$ cat config.mk
export PLATFORM = sky130hd
export DESIGN_NAME = msoh_top
export DESIGN_NICKNAME = d
export VERILOG_FILES = /design/src/msoh_pkg.sv /design/src/ow_fifo_if.sv /design/src/ow_store.sv /design/src/ow_serial.sv /design/src/msoh_top.sv
export SDC_FILE = /design/constraint.sdc
export NUM_CORES = 1
export LEC_CHECK = 0
export BUFFER_PORTS_ARGS = -buffer_cell sky130_fd_sc_hd__buf_2
export CAP_MARGIN = 20
export CORE_MARGIN = 4
export CORE_UTILIZATION = 59
export DETAILED_ROUTE_END_ITERATION = 6
export PLACE_DENSITY = 0.79
export SYNTH_ARGS = -nofsm -noshare
export SYNTH_HDL_FRONTEND = slang
export SYNTH_HIERARCHICAL = 1
export SYNTH_SLANG_ARGS = --single-unit
$ cat constraint.sdc
create_clock -name I_REF_CLK -period 4.2 [get_ports I_REF_CLK]
set_input_delay 0.42 -clock I_REF_CLK [delete_from_list [all_inputs] [get_ports I_REF_CLK]]
set_output_delay 0.42 -clock I_REF_CLK [all_outputs]
set_load 0.05 [all_outputs]
$ cat src/msoh_pkg.sv
// Shared constants for the STM-0 overhead channel block.
package msoh_pkg;
   localparam int          CLK_HZ       = 250_000_000;
   localparam int          OW_RATE_HZ   = 64_000;
   localparam logic [11:0] OW_BIT_LAST  = 12'(CLK_HZ / OW_RATE_HZ - 1);
   localparam int          OW_WANDER_NS = 18_000;
   localparam int          OW_DEPTH     = 8;
   localparam int          OW_AW        = 3;
   localparam logic [7:0]  OW_IDLE      = 8'hFF;
   localparam logic [3:0]  ROW_LAST     = 4'h8;
   localparam logic [6:0]  COL_LAST     = 7'h59;
   localparam logic [6:0]  OH_COL_LAST  = 7'h02;
   localparam logic [3:0]  K2_ROW       = 4'h4;
   localparam logic [6:0]  K2_COL       = 7'h02;
   localparam logic [3:0]  DCC_ROW_LO   = 4'h5;
   localparam logic [3:0]  DCC_ROW_HI   = 4'h7;
   localparam logic [3:0]  E2_ROW       = 4'h8;
   localparam logic [6:0]  M1_COL       = 7'h01;
   localparam logic [6:0]  E2_COL       = 7'h02;
   localparam logic [2:0]  K2_AIS       = 3'h7;
   localparam logic [2:0]  K2_RDI       = 3'h6;
   localparam logic [2:0]  AIS_FRAMES   = 3'h3;
   localparam logic [7:0]  ADR_CTRL     = 8'h00;
   localparam logic [7:0]  ADR_FAULT    = 8'h04;
   localparam logic [7:0]  ADR_IRQ      = 8'h08;
   localparam logic [7:0]  ADR_MASK     = 8'h0C;
   localparam logic [7:0]  ADR_NEAR_EBC = 8'h10;
   localparam logic [7:0]  ADR_FAR_EBC  = 8'h14;
   localparam logic [7:0]  ADR_DS       = 8'h18;
   localparam int          CTRL_MON     = 0;
   localparam int          CTRL_AIS     = 1;
   localparam int          CTRL_RDI     = 2;
   localparam int          CTRL_SSF     = 3;
   localparam logic [3:0]  CTRL_RST     = 4'h0;
   localparam int          FLT_AIS      = 0;
   localparam int          FLT_DEG      = 1;
   localparam int          FLT_RDI      = 2;
   localparam int          FLT_SSF      = 3;
   localparam int          IRQ_SLIP     = 4;
   localparam logic [4:0]  MASK_RST     = 5'h00;
endpackage

$ cat src/ow_fifo_if.sv
// Orderwire octet store connection.
`timescale 1ns/1ps
interface ow_fifo_if;
   logic       wr_en;
   logic [7:0] wr_data;
   logic       full;
   logic       rd_en;
   logic [7:0] rd_data;
   logic       empty;
   modport store (input wr_en, wr_data, rd_en, output full, rd_data, empty);
   modport user (output wr_en, wr_data, rd_en, input full, rd_data, empty);
endinterface

$ cat src/ow_store.sv
// Orderwire elastic octet store with registered read data.
`timescale 1ns/1ps
module ow_store (
   input  wire logic i_clk,
   input  wire logic i_rst_n,
   ow_fifo_if.store  f
);
   logic [7:0]                 mem [msoh_pkg::OW_DEPTH];
   logic [msoh_pkg::OW_AW-1:0] wp_reg;
   logic [msoh_pkg::OW_AW-1:0] rp_reg;
   logic [msoh_pkg::OW_AW:0]   cnt_reg;
   logic                       wr_ok;
   logic                       rd_ok;

   assign wr_ok   = f.wr_en && !f.full;
   assign rd_ok   = f.rd_en && !f.empty;
   assign f.full  = cnt_reg == (msoh_pkg::OW_AW+1)'(msoh_pkg::OW_DEPTH);
   assign f.empty = cnt_reg == '0;

   always_ff @(posedge i_clk) begin
      if (wr_ok) begin
         mem[wp_reg] <= f.wr_data;
      end
   end

   always_ff @(posedge i_clk or negedge i_rst_n) begin
      if (!i_rst_n) begin
         wp_reg    <= '0;
         rp_reg    <= '0;
         cnt_reg   <= '0;
         f.rd_data <= '0;
      end else begin
         if (wr_ok) begin
            wp_reg <= wp_reg + 1'b1;
         end
         if (rd_ok) begin
            rp_reg    <= rp_reg + 1'b1;
            f.rd_data <= mem[rp_reg];
         end
         cnt_reg <= cnt_reg + {3'h0, wr_ok} - {3'h0, rd_ok};
      end
   end
endmodule

$ cat src/ow_serial.sv
// Orderwire sink octet latch and 64 kbit/s serialiser.
`timescale 1ns/1ps
module ow_serial (
   input  wire logic       i_clk,
   input  wire logic       i_rst_n,
   input  wire logic       i_load,
   input  wire logic [7:0] i_octet,
   input  wire logic       i_trail_sf,
   output logic            o_tick,
   output logic            o_fs,
   output logic            o_data,
   output logic            o_sf
);
   logic [7:0]  store_reg;
   logic [7:0]  sh_reg;
   logic [7:0]  cur;
   logic [11:0] div_reg;
   logic [2:0]  bit_reg;
   logic        tick;

   assign tick = div_reg == msoh_pkg::OW_BIT_LAST;
   assign cur  = (bit_reg == 3'h0) ? store_reg : sh_reg;

   always_ff @(posedge i_clk or negedge i_rst_n) begin
      if (!i_rst_n) begin
         store_reg <= msoh_pkg::OW_IDLE;
      end else if (i_load) begin
         store_reg <= i_octet;
      end
   end

   always_ff @(posedge i_clk or negedge i_rst_n) begin
      if (!i_rst_n) begin
         div_reg <= '0;
         bit_reg <= '0;
         sh_reg  <= '0;
         o_data  <= 1'b1;
         o_tick  <= 1'b0;
         o_fs    <= 1'b0;
         o_sf    <= 1'b0;
      end else begin
         div_reg <= tick ? 12'h000 : div_reg + 12'h001;
         o_tick  <= tick;
         o_fs    <= tick && bit_reg == 3'h0;
         o_sf    <= i_trail_sf;
         if (tick) begin
            bit_reg <= bit_reg + 3'h1;
            sh_reg  <= {cur[6:0], 1'b0};
            o_data  <= i_trail_sf | cur[7];
         end
      end
   end
endmodule

$ cat src/msoh_top.sv
// STM-0 multiplex section overhead correlation, monitoring and channel access.
//
// The placing of the registers and register access over Wishbone are this design's own decisions.
`timescale 1ns/1ps
module msoh_top (
   input  wire logic        I_REF_CLK,
   input  wire logic        I_RESET_N,
   input  wire logic        I_WB_CYC,
   input  wire logic        I_WB_STB,
   input  wire logic        I_WB_WE,
   input  wire logic [7:0]  I_WB_ADR,
   input  wire logic [31:0] I_WB_DAT,
   input  wire logic [3:0]  I_WB_SEL,
   output logic      [31:0] O_WB_DAT,
   output logic             O_WB_ACK,
   output logic             O_IRQ,
   input  wire logic        I_RX_VLD,
   input  wire logic        I_RX_FS,
   input  wire logic [7:0]  I_RX_DATA,
   input  wire logic        I_TRAIL_SF,
   input  wire logic        I_INCOMING_SF,
   input  wire logic        I_DEGRADED_DEFECT,
   input  wire logic        I_EQUIPMENT_DEFECT,
   input  wire logic        I_BLK_VLD,
   input  wire logic [3:0]  I_NEAR_BLOCK_ERRORS,
   input  wire logic [3:0]  I_FAR_BLOCK_ERRORS,
   output logic             O_ALARM_FAULT,
   output logic             O_DEGRADED_FAULT,
   output logic             O_REMOTE_FAULT,
   output logic             O_SERVER_FAIL_FAULT,
   output logic             O_NEAR_DEFECT_SECOND,
   output logic             O_FAR_DEFECT_SECOND,
   output logic             O_TRAIL_SF,
   input  wire logic        I_TX_VLD,
   input  wire logic        I_TX_FS,
   input  wire logic [7:0]  I_TX_DATA,
   output logic             O_TX_VLD,
   output logic      [7:0]  O_TX_DATA,
   output logic             O_DCC_TX_REQ,
   input  wire logic [7:0]  I_DCC_TX_DATA,
   output logic             O_DCC_RX_VLD,
   output logic      [7:0]  O_DCC_RX_DATA,
   output logic             O_DCC_RX_SF,
   input  wire logic        I_OW_CLK,
   input  wire logic        I_OW_FS,
   input  wire logic        I_OW_DATA,
   output logic             O_OW_RX_CLK,
   output logic             O_OW_RX_FS,
   output logic             O_OW_RX_DATA,
   output logic             O_OW_RX_SF
);
   typedef logic [10:0] pos_t;
   localparam logic [2:0] PAT [2] = '{msoh_pkg::K2_AIS, msoh_pkg::K2_RDI};

   // --------------------
   // Frame position
   // --------------------
   function automatic logic at(pos_t p, logic [3:0] r, logic [6:0] c);
      return p == {r, c};
   endfunction

   function automatic logic in_dcc(pos_t p);
      return p[10:7] >= msoh_pkg::DCC_ROW_LO && p[10:7] <= msoh_pkg::DCC_ROW_HI
             && p[6:0] <= msoh_pkg::OH_COL_LAST;
   endfunction

   function automatic pos_t step(pos_t p);
      if (p[6:0] != msoh_pkg::COL_LAST) begin
         return {p[10:7], p[6:0] + 7'h01};
      end
      if (p[10:7] != msoh_pkg::ROW_LAST) begin
         return {p[10:7] + 4'h1, 7'h00};
      end
      return '0;
   endfunction

   pos_t rpos_reg;
   pos_t tpos_reg;
   pos_t rpos;
   pos_t tpos;
   logic rx_k2;
   logic rx_e2;
   logic rx_dcc;
   logic tx_m1;
   logic tx_e2;
   logic tx_dcc;

   assign rpos   = I_RX_FS ? '0 : rpos_reg;
   assign tpos   = I_TX_FS ? '0 : tpos_reg;
   assign rx_k2  = I_RX_VLD && at(rpos, msoh_pkg::K2_ROW, msoh_pkg::K2_COL);
   assign rx_e2  = I_RX_VLD && at(rpos, msoh_pkg::E2_ROW, msoh_pkg::E2_COL);
   assign rx_dcc = I_RX_VLD && in_dcc(rpos);
   assign tx_m1  = I_TX_VLD && at(tpos, msoh_pkg::E2_ROW, msoh_pkg::M1_COL);
   assign tx_e2  = I_TX_VLD && at(tpos, msoh_pkg::E2_ROW, msoh_pkg::E2_COL);
   assign tx_dcc = I_TX_VLD && in_dcc(tpos);

   always_ff @(posedge I_REF_CLK or negedge I_RESET_N) begin
      if (!I_RESET_N) begin
         rpos_reg <= '0;
         tpos_reg <= '0;
      end else begin
         if (I_RX_VLD) begin
            rpos_reg <= step(rpos);
         end
         if (I_TX_VLD) begin
            tpos_reg <= step(tpos);
         end
      end
   end

   // --------------------
   // K2 defect filters
   // --------------------
   logic [1:0] defect;
   logic       alarm_indication_defect;
   logic       remote_defect_defect;

   for (genvar g = 0; g < 2; g++) begin : g_def
      logic [2:0] cnt_reg;
      logic       d_reg;
      logic       hit;
      assign hit       = I_RX_DATA[2:0] == PAT[g];
      assign defect[g] = d_reg;
      always_ff @(posedge I_REF_CLK or negedge I_RESET_N) begin
         if (!I_RESET_N) begin
            cnt_reg <= '0;
            d_reg   <= 1'b0;
         end else if (rx_k2) begin
            if (hit == d_reg) begin
               cnt_reg <= '0;
            end else if (cnt_reg == msoh_pkg::AIS_FRAMES - 3'h1) begin
               d_reg   <= hit;
               cnt_reg <= '0;
            end else begin
               cnt_reg <= cnt_reg + 3'h1;
            end
         end
      end
   end

   assign alarm_indication_defect       = defect[0];
   assign remote_defect_defect       = defect[1];
   assign O_TRAIL_SF = alarm_indication_defect;

   // --------------------
   // Fault correlation and monitoring
   // --------------------
   logic [3:0]  ctrl_reg;
   logic [3:0]  flt_reg;
   logic [3:0]  flt_next;
   logic        mon;
   logic        nds_reg;
   logic        fds_reg;

   assign mon = ctrl_reg[msoh_pkg::CTRL_MON];

   always_comb begin
      flt_next                    = '0;
      flt_next[msoh_pkg::FLT_AIS] = mon && alarm_indication_defect && !I_INCOMING_SF
                                    && ctrl_reg[msoh_pkg::CTRL_AIS];
      flt_next[msoh_pkg::FLT_DEG] = mon && I_DEGRADED_DEFECT;
      flt_next[msoh_pkg::FLT_RDI] = mon && remote_defect_defect && ctrl_reg[msoh_pkg::CTRL_RDI];
      flt_next[msoh_pkg::FLT_SSF] = mon && alarm_indication_defect && ctrl_reg[msoh_pkg::CTRL_SSF];
   end

   always_ff @(posedge I_REF_CLK or negedge I_RESET_N) begin
      if (!I_RESET_N) begin
         flt_reg <= '0;
         nds_reg <= 1'b0;
         fds_reg <= 1'b0;
      end else begin
         flt_reg <= flt_next;
         nds_reg <= alarm_indication_defect | I_EQUIPMENT_DEFECT;
         fds_reg <= remote_defect_defect;
      end
   end

   assign O_ALARM_FAULT        = flt_reg[msoh_pkg::FLT_AIS];
   assign O_DEGRADED_FAULT     = flt_reg[msoh_pkg::FLT_DEG];
   assign O_REMOTE_FAULT       = flt_reg[msoh_pkg::FLT_RDI];
   assign O_SERVER_FAIL_FAULT  = flt_reg[msoh_pkg::FLT_SSF];
   assign O_NEAR_DEFECT_SECOND = nds_reg;
   assign O_FAR_DEFECT_SECOND  = fds_reg;

   // --------------------
   // Register bus
   // --------------------
   logic [4:0]  mask_reg;
   logic [4:0]  irq_reg;
   logic [4:0]  ev;
   logic [31:0] neb_reg;
   logic [31:0] feb_reg;
   logic [1:0]  ds_reg;
   logic        ack_reg;
   logic        wb_rd;
   logic        wb_wr;
   logic        slip;

   assign wb_rd    = I_WB_CYC && I_WB_STB && !ack_reg && !I_WB_WE;
   assign wb_wr    = I_WB_CYC && I_WB_STB && !ack_reg && I_WB_WE && I_WB_SEL[0];
   assign ev       = {slip, flt_next & ~flt_reg};
   assign O_WB_ACK = ack_reg;
   assign O_IRQ    = |(irq_reg & mask_reg);

   always_ff @(posedge I_REF_CLK or negedge I_RESET_N) begin
      if (!I_RESET_N) begin
         ack_reg  <= 1'b0;
         O_WB_DAT <= '0;
      end else begin
         ack_reg <= I_WB_CYC && I_WB_STB && !ack_reg;
         if (wb_rd) begin
            case (I_WB_ADR)
               msoh_pkg::ADR_CTRL:     O_WB_DAT <= {28'h0, ctrl_reg};
               msoh_pkg::ADR_FAULT:    O_WB_DAT <= {26'h0, remote_defect_defect, alarm_indication_defect, flt_reg};
               msoh_pkg::ADR_IRQ:      O_WB_DAT <= {27'h0, irq_reg};
               msoh_pkg::ADR_MASK:     O_WB_DAT <= {27'h0, mask_reg};
               msoh_pkg::ADR_NEAR_EBC: O_WB_DAT <= neb_reg;
               msoh_pkg::ADR_FAR_EBC:  O_WB_DAT <= feb_reg;
               msoh_pkg::ADR_DS:       O_WB_DAT <= {30'h0, ds_reg};
               default:                O_WB_DAT <= '0;
            endcase
         end
      end
   end

   always_ff @(posedge I_REF_CLK or negedge I_RESET_N) begin
      if (!I_RESET_N) begin
         ctrl_reg <= msoh_pkg::CTRL_RST;
         mask_reg <= msoh_pkg::MASK_RST;
      end else if (wb_wr) begin
         if (I_WB_ADR == msoh_pkg::ADR_CTRL) begin
            ctrl_reg <= I_WB_DAT[3:0];
         end
         if (I_WB_ADR == msoh_pkg::ADR_MASK) begin
            mask_reg <= I_WB_DAT[4:0];
         end
      end
   end

   always_ff @(posedge I_REF_CLK or negedge I_RESET_N) begin
      if (!I_RESET_N) begin
         irq_reg <= '0;
         ds_reg  <= '0;
      end else begin
         irq_reg <= ((wb_rd && I_WB_ADR == msoh_pkg::ADR_IRQ) ? 5'h00 : irq_reg) | ev;
         ds_reg  <= ((wb_rd && I_WB_ADR == msoh_pkg::ADR_DS) ? 2'h0 : ds_reg)
                    | {fds_reg, nds_reg};
      end
   end

   always_ff @(posedge I_REF_CLK or negedge I_RESET_N) begin
      if (!I_RESET_N) begin
         neb_reg <= '0;
         feb_reg <= '0;
      end else begin
         neb_reg <= ((wb_rd && I_WB_ADR == msoh_pkg::ADR_NEAR_EBC) ? 32'h0 : neb_reg)
                    + (I_BLK_VLD ? {28'h0, I_NEAR_BLOCK_ERRORS} : 32'h0);
         feb_reg <= ((wb_rd && I_WB_ADR == msoh_pkg::ADR_FAR_EBC) ? 32'h0 : feb_reg)
                    + (I_BLK_VLD ? {28'h0, I_FAR_BLOCK_ERRORS} : 32'h0);
      end
   end

   // --------------------
   // Data channel and orderwire sink
   // --------------------
   assign O_DCC_RX_SF = I_TRAIL_SF;

   always_ff @(posedge I_REF_CLK or negedge I_RESET_N) begin
      if (!I_RESET_N) begin
         O_DCC_RX_VLD  <= 1'b0;
         O_DCC_RX_DATA <= '0;
      end else begin
         O_DCC_RX_VLD <= rx_dcc;
         if (rx_dcc) begin
            O_DCC_RX_DATA <= I_RX_DATA;
         end
      end
   end

   ow_serial u_ow_serial (
      .i_clk      (I_REF_CLK),
      .i_rst_n    (I_RESET_N),
      .i_load     (rx_e2),
      .i_octet    (I_RX_DATA),
      .i_trail_sf (I_TRAIL_SF),
      .o_tick     (O_OW_RX_CLK),
      .o_fs       (O_OW_RX_FS),
      .o_data     (O_OW_RX_DATA),
      .o_sf       (O_OW_RX_SF)
   );

   // --------------------
   // Source insertion
   // --------------------
   ow_fifo_if f ();
   logic [2:0] owck_s;
   logic [1:0] owfs_s;
   logic [1:0] owd_s;
   logic [7:0] oct_reg;
   logic [2:0] obit_reg;
   logic [2:0] oidx;
   logic       ow_edge;
   logic       ow_wr_reg;
   logic       have_reg;

   assign ow_edge   = owck_s[1] && !owck_s[2];
   assign oidx      = owfs_s[1] ? 3'h0 : obit_reg;
   assign f.wr_en   = ow_wr_reg;
   assign f.wr_data = oct_reg;
   assign f.rd_en   = tx_m1 && !f.empty;
   assign slip      = (ow_wr_reg && f.full) || (tx_m1 && f.empty);
   assign O_DCC_TX_REQ = tx_dcc;

   always_ff @(posedge I_REF_CLK or negedge I_RESET_N) begin
      if (!I_RESET_N) begin
         owck_s    <= '0;
         owfs_s    <= '0;
         owd_s     <= '0;
         oct_reg   <= '0;
         obit_reg  <= '0;
         ow_wr_reg <= 1'b0;
      end else begin
         owck_s    <= {owck_s[1:0], I_OW_CLK};
         owfs_s    <= {owfs_s[0], I_OW_FS};
         owd_s     <= {owd_s[0], I_OW_DATA};
         ow_wr_reg <= ow_edge && oidx == 3'h7;
         if (ow_edge) begin
            oct_reg  <= {oct_reg[6:0], owd_s[1]};
            obit_reg <= oidx + 3'h1;
         end
      end
   end

   ow_store u_ow_store (
      .i_clk   (I_REF_CLK),
      .i_rst_n (I_RESET_N),
      .f       (f)
   );

   always_ff @(posedge I_REF_CLK or negedge I_RESET_N) begin
      if (!I_RESET_N) begin
         have_reg  <= 1'b0;
         O_TX_VLD  <= 1'b0;
         O_TX_DATA <= '0;
      end else begin
         if (tx_m1) begin
            have_reg <= !f.empty;
         end
         O_TX_VLD <= I_TX_VLD;
         if (tx_dcc) begin
            O_TX_DATA <= I_DCC_TX_DATA;
         end else if (tx_e2) begin
            O_TX_DATA <= have_reg ? f.rd_data : msoh_pkg::OW_IDLE;
         end else begin
            O_TX_DATA <= I_TX_DATA;
         end
      end
   end
endmodule

[After elaboration in Yosys (flattened, before gate mapping)]
Memory sizes are Yosys's and may differ from the RTL's. A register that Yosys moved wholly into a read port is not among the register bits.
Cells that the tools add are included.
Storage, ports and cells
  bits in registers: 231
  output and inout port bits: 65
  memories kept: 1
  bits in writable memories: 64
Memory list
  u_ow_store.mem: depth 8, bits a word 8, read ports 1, clocked after memory_dff 1, write ports 1, RTL line ow_store.sv:8  | logic [7:0] mem [msoh_pkg::OW_DEPTH];
Operators by class
  bitwise operators: 9
  reductions and logical operators: 50
  order comparisons: 6
  mux-type cells: 39
  $add $sub $neg: 15
  eq/ne operators: 23
Operators with widths (count)
  $pmux W32 S7: 1
  $mux W11: 10
  $add A32 B4 Y32: 2
  $mux W32: 2
  $logic_and A1 B1 Y1: 34
  $eq A11 B11 Y1 const B: 3
  $mux W8: 4
  $eq A8 B5 Y1 const B: 3
  $add A3 B1 Y3 const B: 6
  $eq A8 B4 Y1 const B: 2
  $mux W3: 5
  $add A7 B1 Y7 const B: 2
  $le A7 B2 Y1 const B: 2
  $ne A7 B7 Y1 const B: 2
  $add A12 B1 Y12 const B: 1
  $eq A12 B12 Y1 const B: 1
  $mux W1: 12
  $mux W12: 1
  $eq A11 B10 Y1 const B: 1
  $eq A3 B3 Y1 const B: 3
  $add A4 B1 Y4 const B: 2
  $eq A8 B3 Y1 const B: 1
  $ge A4 B3 Y1 const B: 2
  $le A4 B3 Y1 const B: 2
  24 further kinds: 38

[Logic depth before layout (Yosys ltp)]
  word-level depth: 8
  depth in mapped cells: 15
  gate-level depth less buffers: 13

[Cells and area by module]
The synthesis kept the hierarchy.
By module, submodules not included
  msoh_top: cells an instance 906, seq. area each 4679.5 sq um, times used 1, area an instance 9445.3 sq um
  ow_store: cells an instance 206, seq. area each 2372.3 sq um, times used 1, area an instance 3453.3 sq um
  ow_serial: cells an instance 125, seq. area each 862.1 sq um, times used 1, area an instance 1599.0 sq um

[Worst setup path after synthesis]
OpenSTA, ideal clock, no wires.
  path type: reg2reg
  start point: register ack_reg, in the netlist O_WB_ACK
  end point: register neb_reg[26]
  library setup time: 0.078 ns
  arrival: 3.226 ns
  required time: 4.122 ns
  path buffers: 0
  stages on the path, launching flop included: 10
  slack: 0.896 ns
  period minus slack after synthesis: 3.304 ns
  cells stage by stage: dfrtp_1 nor4bb_1 nand4_1 and2_1 ha_1 o211ai_1 a211oi_2 nand2b_1 or4_1 a21oi_1
On the way
  cells in the longest elaborated chain, start to end: 6
RTL lines
  from (decl): RTL line msoh_top.sv:194  | logic ack_reg;
  from (signal assigned): RTL line msoh_top.sv:210  | ack_reg <= I_WB_CYC && I_WB_STB && !ack_reg;
  $logic_not A1 Y1: RTL line msoh_top.sv:199  | assign wb_rd = I_WB_CYC && I_WB_STB && !ack_reg && !I_WB_WE;
  $logic_and A1 B1 Y1 (2 in a row): RTL line msoh_top.sv:199
  $logic_and A1 B1 Y1: RTL line msoh_top.sv:256  | neb_reg <= ((wb_rd && I_WB_ADR == msoh_pkg::ADR_NEAR_EBC) ? 32'h0 : neb_reg)
  $mux W32: RTL line msoh_top.sv:256
  $add A32 B4 Y32: RTL line msoh_top.sv:257  | + (I_BLK_VLD ? {28'h0, I_NEAR_BLOCK_ERRORS} : 32'h0);
  to (signal assigned): RTL line msoh_top.sv:256
  to (decl): RTL line msoh_top.sv:191  | logic [31:0] neb_reg;
No other way between the ends.
A chain may end at the register's enable or synchronous reset.

[Worst setup path in the final report]
  start point: register ack_reg, in the netlist O_WB_ACK
  end point: register feb_reg[24]
On the way
  cells in the longest elaborated chain, start to end: 6
RTL lines
  $logic_not A1 Y1: RTL line msoh_top.sv:199
  $logic_and A1 B1 Y1 (2 in a row): RTL line msoh_top.sv:199
  $logic_and A1 B1 Y1: RTL line msoh_top.sv:258  | feb_reg <= ((wb_rd && I_WB_ADR == msoh_pkg::ADR_FAR_EBC) ? 32'h0 : feb_reg)
  $mux W32: RTL line msoh_top.sv:258
  $add A32 B4 Y32: RTL line msoh_top.sv:259  | + (I_BLK_VLD ? {28'h0, I_FAR_BLOCK_ERRORS} : 32'h0);
  to (signal assigned): RTL line msoh_top.sv:258
  to (decl): RTL line msoh_top.sv:192  | logic [31:0] feb_reg;
No other way between the ends.

==> impl_results.html <==
<table>
<tr><th>Metric</th><th>Value</th></tr>
<tr><th colspan="2">Floorplanning</th></tr>
<tr><td>Number of standard-cell rows in the floorplan</td><td>57</td></tr>
<tr><td>Horizontal extent of the die</td><td>165 µm</td></tr>
<tr><td>Area inside the core boundary</td><td>24200 µm²</td></tr>
<tr><td>Initial core utilization</td><td>59.8%</td></tr>
<tr><td>Die outline area</td><td>27100 µm²</td></tr>
<tr><td>I/O pin count</td><td>158</td></tr>
<tr><td>Die Height</td><td>165 µm</td></tr>
<tr><th colspan="2">Timing</th></tr>
<tr><td>Number of hold violations in the final report</td><td>22</td></tr>
<tr><td>Final Cycle Share</td><td>82.6%</td></tr>
<tr><td>Unrepaired setup endpoints after global routing</td><td>no</td></tr>
<tr><td>Slew of the pin with the lowest slew margin</td><td>1.06 ns</td></tr>
<tr><td>Period minus WS final</td><td>between 3 and 4 ns</td></tr>
<tr><td>Final total negative setup slack</td><td>0 ns</td></tr>
<tr><td>Worst hold-check slack</td><td>-0.0596 ns</td></tr>
<tr><td># setup viols final</td><td>0</td></tr>
<tr><td>Relative slew slack</td><td>between 20 and 30%</td></tr>
<tr><td>Timing-limited maximum frequency</td><td>~290 MHz</td></tr>
<tr><td>Final setup skew</td><td>about 0.013 ns</td></tr>
<tr><td>Number of max-slew violations in the final report</td><td>0</td></tr>
<tr><th colspan="2">Min path</th></tr>
<tr><td>Worst Hold Class</td><td>input port to async pin</td></tr>
<tr><th colspan="2">Cells and area</th></tr>
<tr><td>Area overhead of the layout relative to synthesis</td><td>13.5%</td></tr>
<tr><td>Commonest non-fill, non-tap cell in the layout</td><td>sky130_fd_sc_hd__dfrtp_1</td></tr>
<tr><td>Final core utilization</td><td>between 60% and 70%</td></tr>
<tr><td>Highest-count cells in the layout ignoring fill and taps</td><td>230 x sky130_fd_sc_hd__dfrtp_1, 128 x sky130_fd_sc_hd__buf_2, 79 x sky130_fd_sc_hd__inv_1, 73 x sky130_fd_sc_hd__nand2_1, 68 x sky130_fd_sc_hd__nor2_1</td></tr>
<tr><td>Share of final-layout standard cells stronger than drive strength 1</td><td>21.8%</td></tr>
<tr><td># diodes</td><td>0</td></tr>
<tr><td>Max reg flops</td><td>64</td></tr>
<tr><td>Final layout net count</td><td>1499</td></tr>
<tr><td>Register ranked first by flip-flop count</td><td>u_ow_store/mem</td></tr>
<tr><th colspan="2">Synthesis</th></tr>
<tr><td>Share of synthesized flip-flops with an asynchronous set or reset</td><td>78.9%</td></tr>
<tr><td>Mean instance size in the synthesized netlist</td><td>11.7 µm²</td></tr>
<tr><td>Number of synthesized register bits</td><td>303</td></tr>
<tr><td>Yosys warns</td><td>6</td></tr>
<tr><td>Xor/xnor cell area share of the yosys netlist</td><td>3.81%</td></tr>
<tr><td>Post-synthesis cell type with the largest combined area</td><td>sky130_fd_sc_hd__dfrtp_1</td></tr>
<tr><td>Number of flops mapped to enable cells by yosys</td><td>64</td></tr>
<tr><td>Instance count of the mapped netlist</td><td>around 1200</td></tr>
<tr><td>Area share of and/or/nand/nor cells after synthesis</td><td>between 15 and 20%</td></tr>
<tr><td>Dominant synthesized flop cell</td><td>sky130_fd_sc_hd__dfrtp_1</td></tr>
<tr><td>Main combinational cell family by area after synthesis</td><td>simple AND/OR/NAND/NOR gates</td></tr>
<tr><td>Post-synth design cell area</td><td>14500 µm²</td></tr>
<tr><td>Share of the synthesized area in the top cell type</td><td>39.7%</td></tr>
<tr><td>Largest cells by area after synthesis</td><td>sky130_fd_sc_hd__dfrtp_1 40%, sky130_fd_sc_hd__edfxtp_1 13%, sky130_fd_sc_hd__mux2_2 4.2%</td></tr>
<tr><td>Complex-gate fraction of the synthesized area</td><td>10.2%</td></tr>
<tr><td>Adder-cell share of the synthesized area</td><td>around 3.3%</td></tr>
<tr><td>Post-synthesis sequential area ratio</td><td>a little over half</td></tr>
<tr><td>Number of distinct library cells after synthesis</td><td>81</td></tr>
<tr><td>Post-synthesis mux area share</td><td>under 10%</td></tr>
<tr><td>Post-Syn Nets</td><td>1367</td></tr>
<tr><th colspan="2">Routing</th></tr>
<tr><td>Number of DRC markers in iteration 0</td><td>slightly above 900</td></tr>
<tr><td>Final Routed Wirelength</td><td>between 30000 and 40000 µm</td></tr>
<tr><td>Post-DR vias/cell</td><td>roughly 5.9</td></tr>
<tr><td>Post-DR wirelength/cell</td><td>~18 µm</td></tr>
<tr><td>Detailed-routing iteration count for the pre-antenna-repair pass</td><td>7</td></tr>
<tr><td>Remaining antenna violation count after routing</td><td>0</td></tr>
<tr><td>Vias post-DR</td><td>between 10000 and 15000</td></tr>
<tr><td>DRC errors left</td><td>0</td></tr>
<tr><th colspan="2">Global routing</th></tr>
<tr><td>Number of antenna violations at the first check in global routing</td><td>1</td></tr>
<tr><td>Met3 usage in global routing</td><td>3.69%</td></tr>
<tr><td>Via count of the first global-routing pass</td><td>roughly 10000</td></tr>
<tr><td>Met1 routing resource usage after global routing</td><td>31.4%</td></tr>
<tr><td>Global-route wire length before repair</td><td>around 50000 µm</td></tr>
<tr><td>Grt peak-use layer</td><td>met2</td></tr>
<tr><td>Global Route Usage Sum</td><td>about 23%</td></tr>
<tr><td>Maximum number of pins on one net before global-route repair</td><td>119</td></tr>
<tr><td>Gr ovfl total</td><td>0</td></tr>
<tr><td>Grt met2 use</td><td>37.8%</td></tr>
<tr><th colspan="2">Critical path</th></tr>
<tr><td>Highest fanout seen on the critical path</td><td>9</td></tr>
<tr><td>CP Capture Type</td><td>flip-flop</td></tr>
<tr><td>Kind of start point of the critical path</td><td>flip-flop</td></tr>
<tr><td>Worst setup path category</td><td>flip-flop to flip-flop</td></tr>
<tr><td>Arrival time at the worst endpoint</td><td>3.92 ns</td></tr>
<tr><td>Crit path required time</td><td>4.66 ns</td></tr>
<tr><th colspan="2">Run status</th></tr>
<tr><td>Run status</td><td>finished with violations</td></tr>
<tr><td>Violations in the final reports</td><td>hold timing</td></tr>
<tr><th colspan="2">Clock network</th></tr>
<tr><td>Buffer type at the clock tree root</td><td>sky130_fd_sc_hd__clkbuf_16</td></tr>
<tr><td>Number of gates resized after cts</td><td>0</td></tr>
<tr><td>Clk buf depth</td><td>3</td></tr>
<tr><td>CTS tree</td><td>yes</td></tr>
<tr><td>Number of buffers created by CTS</td><td>31</td></tr>
<tr><td>CTS sink cnt</td><td>303</td></tr>
<tr><td>Worst-Skew Late Latency</td><td>0.55 ns</td></tr>
<tr><td>Clock input transition at the sequential cells of the worst setup and hold paths</td><td>0.06 ns</td></tr>
<tr><td>H-tree depth reported by CTS</td><td>1</td></tr>
<tr><th colspan="2">Pwr</th></tr>
<tr><td>Lkg Pwr</td><td>7.55 nW</td></tr>
<tr><td>Power after layout</td><td>6.87 mW</td></tr>
<tr><td>Pwr per Cell Area</td><td>417 nW/µm²</td></tr>
<tr><td>Maximum resistive drop on vdd</td><td>0.313 mV</td></tr>
<tr><th colspan="2">Place</th></tr>
<tr><td>Routability cong.</td><td>0.853</td></tr>
<tr><td>Dpl hpwl</td><td>21400 µm</td></tr>
<tr><td>Port bufs</td><td>127</td></tr>
<tr><th colspan="2">Job</th></tr>
<tr><td>Max_cap viols</td><td>0</td></tr>
</table>
-- repair_timing --
item | in CTS | in global routing
setup endpoints to repair | 0 | 0
hold buffers | 4 | 0
setup buffers | 0 | 0
endpoints found under the hold margin | 4 | 0
-- cell families after synthesis --
group	Yosys count
XOR/XNOR	63
AO/OA/AOI/OAI	199
buffers and inverters	132
AND/OR/NAND/NOR	395
adder cells (fa/ha/maj)	37
multiplexers	108
flip-flops	303
-- through the flow --
step                      setup slack (ns)  cells  hold WS (ns)  instance area, µm²
after floorplan                      0.896   1237         0.124               14500
after global placement               0.707   1654         0.335               15400
after detailed placement             0.655   1654         0.336               15400
after CTS                            0.765   1715       0.00239               16400
after global routing                 0.583   1717        0.0141               16500
final                                0.733   1717       -0.0596               16500
-- path summary, 6_finish.rpt --
kind / from / end / slack [ns] / depth (start not counted)
min in group I_REF_CLK: I_EQUIPMENT_DEFECT / O_NEAR_DEFECT_SECOND$_DFF_PN0_ / 0.08 / 2
worst min-delay path: I_RESET_N / O_TX_DATA[7]$_DFF_PN0_ / -0.06 / 1
worst max register to register: O_WB_ACK$_DFF_PN0_ / feb_reg[24]$_DFF_PN0_ / 0.73 / 10
max in group asynchronous: I_RESET_N / neb_reg[10]$_DFF_PN0_ / 3.34 / 2
worst max-delay path: O_WB_ACK$_DFF_PN0_ / feb_reg[24]$_DFF_PN0_ / 0.73 / 10
worst min register to register: owck_s[0]$_DFF_PN0_ / owck_s[1]$_DFF_PN0_ / 0.35 / 0
-- synthesized netlist by cell type (all sizes together) (10+ instances only) --
| library cell | n |
|---|---|
| dfrtp | 230 |
| inv | 80 |
| nand2 | 74 |
| nor2 | 68 |
| mux2 | 66 |
| edfxtp | 64 |
| o21ai | 48 |
| nand3 | 39 |
| mux2i | 38 |
| ha | 34 |
| nand2b | 33 |
| xnor2 | 33 |
| nand4 | 30 |
| xor2 | 30 |
| clkbuf | 29 |
| a21oi | 28 |
| a222oi | 27 |
| and2 | 25 |
| buf | 23 |
| nor3 | 21 |
| a22o | 19 |
| o31ai | 18 |
| and4 | 16 |
| and3 | 15 |
| or3 | 11 |
| nor2b | 10 |
| o22ai | 10 |
-- critical path, cell delays in order, from the launching register on --
cell	delay (ns)
sky130_fd_sc_hd__dfrtp_1	0.41
sky130_fd_sc_hd__nor4bb_1	0.35
sky130_fd_sc_hd__buf_4	0.20
sky130_fd_sc_hd__nand4_1	0.40
sky130_fd_sc_hd__and2_1	0.35
sky130_fd_sc_hd__ha_1	0.34
sky130_fd_sc_hd__nand2b_1	0.07
sky130_fd_sc_hd__o2bb2ai_1	0.27
sky130_fd_sc_hd__or3_1	0.48
sky130_fd_sc_hd__or3_1	0.37
sky130_fd_sc_hd__a21oi_1	0.14
-- area by class of cell --
cell class,count,area (µm²)
Clock buffer,40,820
Clock inverter,17,159
Fill cell,1843,7790
Inverter,80,300
Multi-Input combinational cell,802,6000
Sequential cell,303,7910
Tap cell,324,405
Timing Repair Buffer,151,856
-- power by group --
part | switching [mW] | internal, mW
sequential | 0.219 | 3.25
combinational | 0.421 | 0.331
clock | 1.10 | 1.55
total | 1.74 | 5.13
-- per-layer routing --
layer | vias up | share of wire [%]
li1 | 4775 | -
met1 | 5025 | 44
met2 | 266 | 49
met3 | 58 | 5.2
met4 | 2 | 2.2
met5 | - | 0.042
(Power assumes the default switching activity.)
